==> config.mk <==
export PLATFORM = sky130hd
export DESIGN_NAME = homing_error_detector
export DESIGN_NICKNAME = d
export VERILOG_FILES = /design/src/homing_pkg.sv /design/src/homing_sync.sv /design/src/homing_speed_clamp.sv /design/src/homing_error_detector.sv
export VERILOG_INCLUDE_DIRS = /design/src /design/src/src
export SDC_FILE = /design/constraint.sdc
export NUM_CORES = 1
export LEC_CHECK = 0
export ABC_AREA = 1
export BUFFER_PORTS_ARGS = -buffer_cell sky130_fd_sc_hd__buf_2
export CORE_ASPECT_RATIO = 0.9
export CORE_MARGIN = 10
export CORE_UTILIZATION = 46
export CTS_BUF_LIST = sky130_fd_sc_hd__clkbuf_8
export CTS_CLUSTER_DIAMETER = 100
export DETAILED_ROUTE_END_ITERATION = 7
export PLACE_DENSITY_LB_ADDON = 0.15
export SYNTH_ARGS = -nofsm -noshare
export SYNTH_HDL_FRONTEND = slang
export SYNTH_HIERARCHICAL = 1
export SYNTH_SLANG_ARGS = --single-unit
==> constraint.sdc <==
create_clock -name SYS_CLK -period 2.65 [get_ports SYS_CLK]
set_input_delay 0.1325 -clock SYS_CLK [delete_from_list [all_inputs] [get_ports SYS_CLK]]
set_output_delay 0.1325 -clock SYS_CLK [all_outputs]
set_load 0.02 [all_outputs]
==> src/homing_params.svh <==
// constants of the homing error detector: offsets, field positions, reset values
`ifndef HOMING_PARAMS_SVH
`define HOMING_PARAMS_SVH
`define ADR_CMD 8'h00
`define ADR_METHOD 8'h04
`define ADR_FAST 8'h08
`define ADR_SLOW 8'h0c
`define ADR_RETLIM 8'h10
`define ADR_CFG 8'h14
`define ADR_STATUS 8'h18
`define ADR_EFFLIM 8'h1c
`define CMD_START_BIT 4
`define CFG_ABS_BIT 0
`define CFG_OTSETUP_BIT 1
`define CFG_LEGACY_BIT 2
`define CFG_HOME5_BIT 3
`define CFG_POS6_BIT 4
`define CFG_NEG7_BIT 5
`define CFG_RST 6'h3a
`define RETLIM_MAX 32'h00004e20
`define RETLIM_RST 16'h03e8
`define MIN_RPM 16'h000a
`define MOTOR_MAX_RPM 16'h1770
`endif

==> src/homing_pkg.sv <==
// types shared by the homing error detector modules
package homing_pkg;
  typedef enum logic [1:0] {SUP_IDLE = 2'b00, SUP_RUN = 2'b01, SUP_FAIL = 2'b10} sup_state_t;
  typedef enum logic [2:0] {
    PH_IDLE = 3'b000, PH_HOME_SEARCH = 3'b001, PH_DECEL_LIMIT = 3'b010,
    PH_DECEL_HOME = 3'b011, PH_INDEX_SEARCH = 3'b100, PH_HARDSTOP_SEARCH = 3'b101
  } phase_t;
  typedef struct packed {
    logic rev_limit;
    logic rev_home;
    logic uses_index;
    logic switch_edge;
    logic hard_stop;
    logic preset_only;
    logic slow_exempt;
    logic need_home;
    logic need_pos;
    logic need_neg;
  } method_class_t;
  typedef struct packed {
    logic [31:0] cmd;
    logic start_prev;
    logic [7:0] method;
    logic [31:0] fast;
    logic [31:0] slow;
    logic [15:0] retlim;
    logic [5:0] cfg;
    sup_state_t sup;
    logic active;
    logic err;
    logic ot_fault;
    logic [11:0] cause;
    logic pos_prev;
    logic neg_prev;
    logic home_prev;
    logic pos_at_launch;
    logic neg_at_launch;
    logic wr_pend;
    logic rd_pend;
    logic [7:0] addr;
    logic ready;
    logic resp;
    logic [31:0] rdata;
  } det_state_t;
  typedef struct packed {
    logic [2:0] meta;
    logic [2:0] sync;
  } sync_state_t;
  typedef struct packed {
    logic [15:0] eff;
  } clamp_state_t;
endpackage : homing_pkg

==> src/homing_sync.sv <==
// two-stage synchroniser for the home and over-travel switch pins
`timescale 1ns/100ps
module homing_sync (
  input wire logic clk,
  input wire logic rst_n,
  input wire logic [2:0] pins,
  output logic [2:0] pins_sync
);
  import homing_pkg::*;
  sync_state_t r_q;
  sync_state_t r_d;

  // first stage feeds only the second stage
  always_comb begin
    r_d = r_q;
    r_d.meta = pins;
    r_d.sync = r_q.meta;
  end

  // state register, synchronous active-low reset
  always_ff @(posedge clk) begin
    if (!rst_n) begin
      r_q <= '0;
    end else begin
      r_q <= r_d;
    end
  end

  assign pins_sync = r_q.sync;
endmodule : homing_sync

==> src/homing_speed_clamp.sv <==
// clamps the homing return speed limit between internal minimum and motor maximum
`timescale 1ns/100ps
`include "homing_params.svh"
module homing_speed_clamp (
  input wire logic clk,
  input wire logic rst_n,
  input wire logic [15:0] limit_set,
  output logic [15:0] limit_eff
);
  import homing_pkg::*;
  clamp_state_t r_q;
  clamp_state_t r_d;

  always_comb begin
    r_d = r_q;
    if (limit_set < `MIN_RPM) begin
      r_d.eff = `MIN_RPM;
    end else if (limit_set > `MOTOR_MAX_RPM) begin
      r_d.eff = `MOTOR_MAX_RPM;
    end else begin
      r_d.eff = limit_set;
    end
  end

  // registered so the effective limit is glitch free
  always_ff @(posedge clk) begin
    if (!rst_n) begin
      r_q <= '0;
    end else begin
      r_q <= r_d;
    end
  end

  assign limit_eff = r_q.eff;
endmodule : homing_speed_clamp

==> src/homing_error_detector.sv <==
// homing error supervisor with an AHB-Lite register slave
//
// The AHB-Lite interface to the registers and the placing of the registers were chosen for this implementation.
`timescale 1ns/100ps
`include "homing_params.svh"
module homing_error_detector (
  input wire logic SYS_CLK,
  input wire logic RST_N,
  input wire logic HSEL,
  input wire logic [31:0] HADDR,
  input wire logic [1:0] HTRANS,
  input wire logic HWRITE,
  input wire logic [2:0] HSIZE,
  input wire logic [31:0] HWDATA,
  input wire logic HREADY,
  output logic [31:0] HRDATA,
  output logic HREADYOUT,
  output logic HRESP,
  input wire logic HOME_SWITCH,
  input wire logic POS_OVERTRAVEL_INPUT,
  input wire logic NEG_OVERTRAVEL_INPUT,
  input wire logic OP_ENABLED,
  input wire homing_pkg::phase_t PHASE,
  input wire logic DIRECTION_POS,
  output logic HOMING_ERROR,
  output logic OVERTRAVEL_PROTECTION_FAULT,
  output logic HOMING_ACTIVE,
  output logic [15:0] EFF_SPEED_LIMIT
);
  import homing_pkg::*;

  det_state_t r_q;
  det_state_t r_d;
  logic [2:0] pins_sync;
  logic home_s;
  logic pos_s;
  logic neg_s;
  logic [15:0] eff_limit;
  method_class_t mc;
  logic launch;
  logic running;
  logic both;
  logic lim_any;
  logic lim_rise;
  logic lim_fall;
  logic home_fall;
  logic escape;
  logic [11:0] launch_cause;
  logic [11:0] run_cause;
  logic launch_ot;
  logic run_ot;
  logic addr_ok;

  ////////////////////////////////////////////////////////////////////////////
  // helper functions

  // sorts a homing method number into the checks that apply to it
  function automatic method_class_t classify(input logic [7:0] m);
    method_class_t c;
    int mi;
    mi = int'($signed(m));
    c.rev_limit = (mi inside {1, 2, [7:14], 17, 18, [23:30]});
    c.rev_home = (mi inside {[3:14], [19:30]});
    c.uses_index = (mi inside {[1:14], 33, 34, -3, -4});
    c.switch_edge = (mi inside {[17:30]});
    c.hard_stop = (mi inside {[-4:-1]});
    c.preset_only = (mi inside {35, 37});
    c.slow_exempt = (mi inside {33, 34, 35, 37});
    c.need_home = (mi inside {[19:30]});
    c.need_pos = (mi inside {18, [23:26]});
    c.need_neg = (mi inside {17, [27:30]});
    return c;
  endfunction : classify

  // register read mux; unmapped addresses read as zero
  function automatic logic [31:0] read_word(input det_state_t s, input logic [15:0] eff);
    logic [31:0] w;
    w = 32'h00000000;
    case (s.addr)
      `ADR_CMD: w = s.cmd;
      `ADR_METHOD: w = {24'h000000, s.method};
      `ADR_FAST: w = s.fast;
      `ADR_SLOW: w = s.slow;
      `ADR_RETLIM: w = {16'h0000, s.retlim};
      `ADR_CFG: w = {26'h0000000, s.cfg};
      `ADR_STATUS: w = {4'h0, s.cause, 13'h0000, s.active, s.ot_fault, s.err};
      `ADR_EFFLIM: w = {16'h0000, eff};
      default: w = 32'h00000000;
    endcase
    return w;
  endfunction : read_word

  ////////////////////////////////////////////////////////////////////////////
  // submodules

  // switches come from the machine, so they cross into this clock first
  homing_sync u_sync (
    .clk(SYS_CLK),
    .rst_n(RST_N),
    .pins({HOME_SWITCH, POS_OVERTRAVEL_INPUT, NEG_OVERTRAVEL_INPUT}),
    .pins_sync(pins_sync)
  );

  homing_speed_clamp u_clamp (
    .clk(SYS_CLK),
    .rst_n(RST_N),
    .limit_set(r_q.retlim),
    .limit_eff(eff_limit)
  );

  ////////////////////////////////////////////////////////////////////////////
  // condition decode

  // switch levels and edges seen on the synchronised inputs
  assign home_s = pins_sync[2];
  assign pos_s = pins_sync[1];
  assign neg_s = pins_sync[0];
  assign mc = classify(r_q.method);
  assign both = pos_s & neg_s;
  assign lim_any = pos_s | neg_s;
  assign lim_rise = (pos_s & ~r_q.pos_prev) | (neg_s & ~r_q.neg_prev);
  assign lim_fall = (~pos_s & r_q.pos_prev) | (~neg_s & r_q.neg_prev);
  assign home_fall = ~home_s & r_q.home_prev;
  assign running = r_q.sup == SUP_RUN;
  assign addr_ok = HSEL & HTRANS[1] & HREADY;

  assign launch = r_q.cmd[`CMD_START_BIT] & ~r_q.start_prev;

  // leaving a limit that was already active at launch
  assign escape = (r_q.pos_at_launch & pos_s & ~neg_s & ~DIRECTION_POS) |
                  (r_q.neg_at_launch & neg_s & ~pos_s & DIRECTION_POS);

  // checks made at the launch edge; cause bit order is fixed in the status word
  always_comb begin
    launch_cause = 12'h000;
    launch_cause[0] = r_q.cfg[`CFG_ABS_BIT] & r_q.cfg[`CFG_LEGACY_BIT];
    launch_cause[1] = ~OP_ENABLED & ~mc.preset_only;
    launch_cause[2] = ((r_q.fast == 32'h00000000) & ~mc.preset_only) |
                      ((r_q.slow == 32'h00000000) & ~mc.slow_exempt);
    launch_cause[3] = both & r_q.cfg[`CFG_OTSETUP_BIT];
    launch_cause[10] = mc.switch_edge & ((mc.need_home & ~r_q.cfg[`CFG_HOME5_BIT]) |
                       (mc.need_pos & ~r_q.cfg[`CFG_POS6_BIT]) | (mc.need_neg & ~r_q.cfg[`CFG_NEG7_BIT]));
  end

  assign launch_ot = both & ~r_q.cfg[`CFG_OTSETUP_BIT];
  assign run_ot = running & both & ~r_q.cfg[`CFG_OTSETUP_BIT];

  // checks made while the search phases run; phase comes from the trajectory generator
  always_comb begin
    run_cause = 12'h000;
    if (running) begin
      run_cause[3] = both & r_q.cfg[`CFG_OTSETUP_BIT];
      run_cause[4] = mc.rev_limit & (PHASE == PH_DECEL_LIMIT) & lim_fall;
      run_cause[5] = mc.rev_home & (PHASE == PH_DECEL_HOME) & home_fall;
      run_cause[6] = mc.rev_home & (PHASE == PH_DECEL_HOME) & lim_rise;
      run_cause[7] = ~mc.rev_limit & (PHASE == PH_HOME_SEARCH) & lim_any & ~escape;
      run_cause[8] = mc.uses_index & (PHASE == PH_INDEX_SEARCH) & lim_rise;
      run_cause[9] = ~mc.rev_limit & (PHASE == PH_INDEX_SEARCH) & lim_any & ~escape;
      run_cause[11] = mc.hard_stop & (PHASE == PH_HARDSTOP_SEARCH) & lim_any;
    end
  end

  ////////////////////////////////////////////////////////////////////////////
  // next state

  always_comb begin
    r_d = r_q;
    r_d.start_prev = r_q.cmd[`CMD_START_BIT];
    r_d.pos_prev = pos_s;
    r_d.neg_prev = neg_s;
    r_d.home_prev = home_s;
    r_d.resp = 1'b0;
    r_d.wr_pend = 1'b0;
    r_d.rd_pend = 1'b0;
    r_d.ready = 1'b1;
    // write data phase: data stand on the bus one cycle after the address
    if (r_q.wr_pend) begin
      case (r_q.addr)
        `ADR_CMD: r_d.cmd = HWDATA;
        `ADR_METHOD: r_d.method = HWDATA[7:0];
        `ADR_FAST: r_d.fast = HWDATA;
        `ADR_SLOW: r_d.slow = HWDATA;
        `ADR_RETLIM: if (HWDATA <= `RETLIM_MAX) r_d.retlim = HWDATA[15:0];
        `ADR_CFG: r_d.cfg = HWDATA[5:0];
        default: r_d.cfg = r_q.cfg;
      endcase
    end
    // read takes one wait state so it sees any write that just completed
    if (r_q.rd_pend) begin
      r_d.rdata = read_word(r_q, eff_limit);
    end
    if (addr_ok) begin
      r_d.addr = HADDR[7:0];
      r_d.wr_pend = HWRITE;
      r_d.rd_pend = ~HWRITE;
      r_d.ready = HWRITE;
    end
    if (launch) begin
      r_d.pos_at_launch = pos_s;
      r_d.neg_at_launch = neg_s;
      r_d.cause = launch_cause;
      r_d.err = |launch_cause;
      r_d.ot_fault = launch_ot;
    end else begin
      r_d.cause = r_q.cause | run_cause;
      r_d.err = r_q.err | (|run_cause);
      r_d.ot_fault = r_q.ot_fault | run_ot;
    end
    // supervisor: a raised error stops the search and holds until relaunch
    if (launch) begin
      if (|launch_cause) begin
        r_d.sup = SUP_FAIL;
      end else if (launch_ot) begin
        r_d.sup = SUP_IDLE;
      end else begin
        r_d.sup = SUP_RUN;
      end
    end else begin
      case (r_q.sup)
        SUP_IDLE: r_d.sup = SUP_IDLE;
        SUP_RUN: begin
          if (|run_cause) begin
            r_d.sup = SUP_FAIL;
          end else if (run_ot | ~r_q.cmd[`CMD_START_BIT]) begin
            r_d.sup = SUP_IDLE;
          end else begin
            r_d.sup = SUP_RUN;
          end
        end
        SUP_FAIL: r_d.sup = SUP_FAIL;
        default: r_d.sup = SUP_IDLE;
      endcase
    end
    r_d.active = r_d.sup == SUP_RUN;
  end

  ////////////////////////////////////////////////////////////////////////////
  // state register

  always_ff @(posedge SYS_CLK) begin
    if (!RST_N) begin
      r_q <= '0;
      r_q.method <= 8'h00;
      r_q.retlim <= `RETLIM_RST;
      r_q.cfg <= `CFG_RST;
      r_q.sup <= SUP_IDLE;
      r_q.ready <= 1'b1;
    end else begin
      r_q <= r_d;
    end
  end

  // outputs straight from the state register or the clamp flop
  assign HRDATA = r_q.rdata;
  assign HREADYOUT = r_q.ready;
  assign HRESP = r_q.resp;
  assign HOMING_ERROR = r_q.err;
  assign OVERTRAVEL_PROTECTION_FAULT = r_q.ot_fault;
  assign HOMING_ACTIVE = r_q.active;
  assign EFF_SPEED_LIMIT = eff_limit;
endmodule : homing_error_detector

==> flow_summary.yaml <==
timing:
  rsz0062_at_grt: "false"
  finalSetupViolations: 0
  slew_headroom_pct: 59.1
  fin_skew_ps: 19.2
  final_max_slew_viol_count: 0
  period_share_pct: 84.4
  worst_pin_slew_ps: 609
  tns_ps: 0
  fmax_mhz: 447
  period_minus_slack_ps: 2240
  hold_viol: 0
route:
  ant_nets: 0
  firstDrtPassIters: 5
  drc: 0
  drt-total-wl_mm: 29.9
  viasPerCell: 5.22
  drt_iter0_drc: 799
  wl_per_cell_um: 17.1
  vias: 9154
global_route:
  grt-ovfl-total: 0
  antenna_found_initial: 0
  grt_pass1_wl_mm: 46.8
  grt_max_degree: 86
  grt_pass1_vias: 8593
  grt_use_total_pct: 21.3
finish:
  fin_area_mm2: 0.0113
  n_antenna_cell: 0
  drive_gt1_share_pct: 14.8
  fin_cells: 1752
  layout.nets: 1531
  area.growth.synth_to_final_pct: 17.4
  n_fill_cell: 2016
power:
  internal-power_w: 0.00497
  power_switching_w: 0.00161
  p_per_area_mw_per_mm2: 582
  p_sw_share_pct: 24.4
  p_leak_nw: 4.91
  comb_power_share_pct: 6.8
  ir_drop_mv: 0.342
  p_seq_share_pct: 49.7
  clkPwrFrac_pct: 43.5
clock_tree:
  h-tree-depth: 2
  cts_hold_buf: 45
  cts-resized-gates: 0
  clock_latency_ps: 530
  clkSlewWorstSetupHoldPaths_ps: 60
  cts-root-buf: "clkbuf_8"
  cts.sinks: 214
  cts_made_buffers: 37
  cts_setup_buffers: 0
  cts_tree: "done"
  cts_buffer_depth: 3
logic_synthesis:
  ys_warn_count: 6
  netlist_area_mm2: 0.00963
  syn_area_per_cell_um2: 7.27
  ys_types: 42
  yosysMostFrequentCell: "nand2_1"
  synth_top_area_share_pct: 44.5
  ys_seq_elements: 214
  synthTopCellsByCount: "nand2_1 (216), dfxtp_1 (214), a21oi_1 (162), o21ai_0 (147), inv_1 (144)"
  synthArstFlopShare_pct: 0
  synth_edf_count: 0
  synth_top_area_cell: "dfxtp_1"
  yosysSeqAreaShare_pct: 44.5
  ys.flop_type: "dfxtp_1"
  ys_top_cells_by_area: "dfxtp_1 (44%), a21oi_1 (8.4%), nand2_1 (8.4%)"
  syn_inst: 1325
critical_path:
  critPathMaxFanout: 28
  max_stage_delay_ps: 400
  worstPathCellList: "inv_1, nand3_2, nor2_2, nand2_4, nor2_4, inv_2, o21ai_0, a21oi_1"
  worst_ep_arrival_time_ps: 2640
  slowest_stage: "nor2_4"
  crit_required_ps: 3050
  crit_type: "reg -> reg"
  critPathLaunchType: "flop"
  cp-end-kind: "flop"
floorplan:
  die_x_um: 173
  io_pins: 135
  rows: 50
  die_area_mm2: 0.0271
  die_y_um: 157
  core_area_mm2: 0.0207
  start_util_pct: 46.5
worst_hold_path:
  hp-class: "in -> reg"
place:
  postPlaceCellArea_mm2: 0.0102
  numPortBuffers: 105
  dp_cells: 1649
  hpwl_mm: 21.1
  gp_congestion: 0.928
flow_run:
  maxCapViolations: 0
run_status:
  status: "finished, final reports clean"
worst max-delay path: cells and delay by family, from the launching register on:
kind                   cells  cell delay (ps)
AO/OA/AOI/OAI              2              300
buffers and inverters      2              390
flip-flops                 1              300
AND/OR/NAND/NOR            4             1100
layout make-up:
class                   instances  area (µm²)  share of cell area [%]
inverters                     154         578                    5.12
clock buffers                  47         647                    5.72
flip-flops and latches        214        4280                    37.9
repair buffers                177        1190                    10.6
clock inverters                11        45.0                   0.399
well taps                     286         358                    3.17
multi-input cells             863        4200                    37.1
path summary, 6_finish.rpt:
path            startpoint                  end  slack (ps)  cells after the start
max                r_q[40]             r_q[113]         410                      8
min               PHASE[0]              r_q[60]          30                      5
max reg2reg        r_q[40]             r_q[113]         410                      8
min reg2reg  u_sync/r_d[1]  u_sync/pins_sync[1]         410                      2
power by group through the flow:
stage | sequential, W | clock, W | combinational (W)
after floorplan | 0.00334 | 0 | 0.000216
after global placement | 0.00334 | 0 | 0.000389
after detailed placement | 0.00334 | 0 | 0.000393
after CTS | 0.00327 | 0.00292 | 0.000444
after global routing | 0.00327 | 0.00308 | 0.000489
final | 0.00327 | 0.00286 | 0.000448
sequential cells by signal, summed over array words and instances, names as in the netlist:
signal                       flops
r_q                            155
HRDATA                          32
u_clamp/limit_eff               16
u_sync/pins_sync                 3
u_sync/r_d                       3
HOMING_ACTIVE                    1
HOMING_ERROR                     1
HREADYOUT                        1
OVERTRAVEL_PROTECTION_FAULT      1
r_d                              1
layout by cell type (no fill, tap or decap), types with 3 or more instances in the layout:
cell type,n
nor3_4,3
conb_1,4
nor4_1,6
a21oi_1,162
o31ai_1,3
dlygate4sd3_1,45
inv_2,9
nor2_4,3
nor2_1,125
buf_4,27
inv_1,154
nand2_2,5
clkbuf_8,47
nor2_2,8
nand4_1,27
o22ai_1,19
nand2_1,216
o32ai_1,3
dfxtp_1,214
o211ai_1,5
nor3_1,7
a32o_1,10
o21ai_0,147
nand3_1,70
o21ai_1,19
buf_2,104
metrics by stage:
stage,util [%],hold slack (ps),power (W),setup slack [ps]
finish,54.6,34.3,0.00658,413
detailed placement,49.1,317,0.00373,464
CTS,54.6,9.89,0.00663,455
floorplan,-,225,0.00356,1060
global placement,49.1,314,0.00372,493
global route,54.6,42.2,0.00684,229
per-layer routing:
layer / vias up / share of wire, % / global-route usage, %
met4: 0 / 1.2 / 5.09
li1: 4605 / - / -
met2: 324 / 43 / 33.0
met1: 4197 / 47 / 29.6
met3: 28 / 8.1 / 4.74
met5: - / 0 / 0
logic make-up after synthesis:
logic type	share of synthesized area (%)
AO/OA/AOI/OAI	21.1
adder cells (fa/ha/maj)	0.260
buffers and inverters	12.1
flip-flops	44.5
other	0.0780
AND/OR/NAND/NOR	22.0
(Power assumes the default switching activity.)
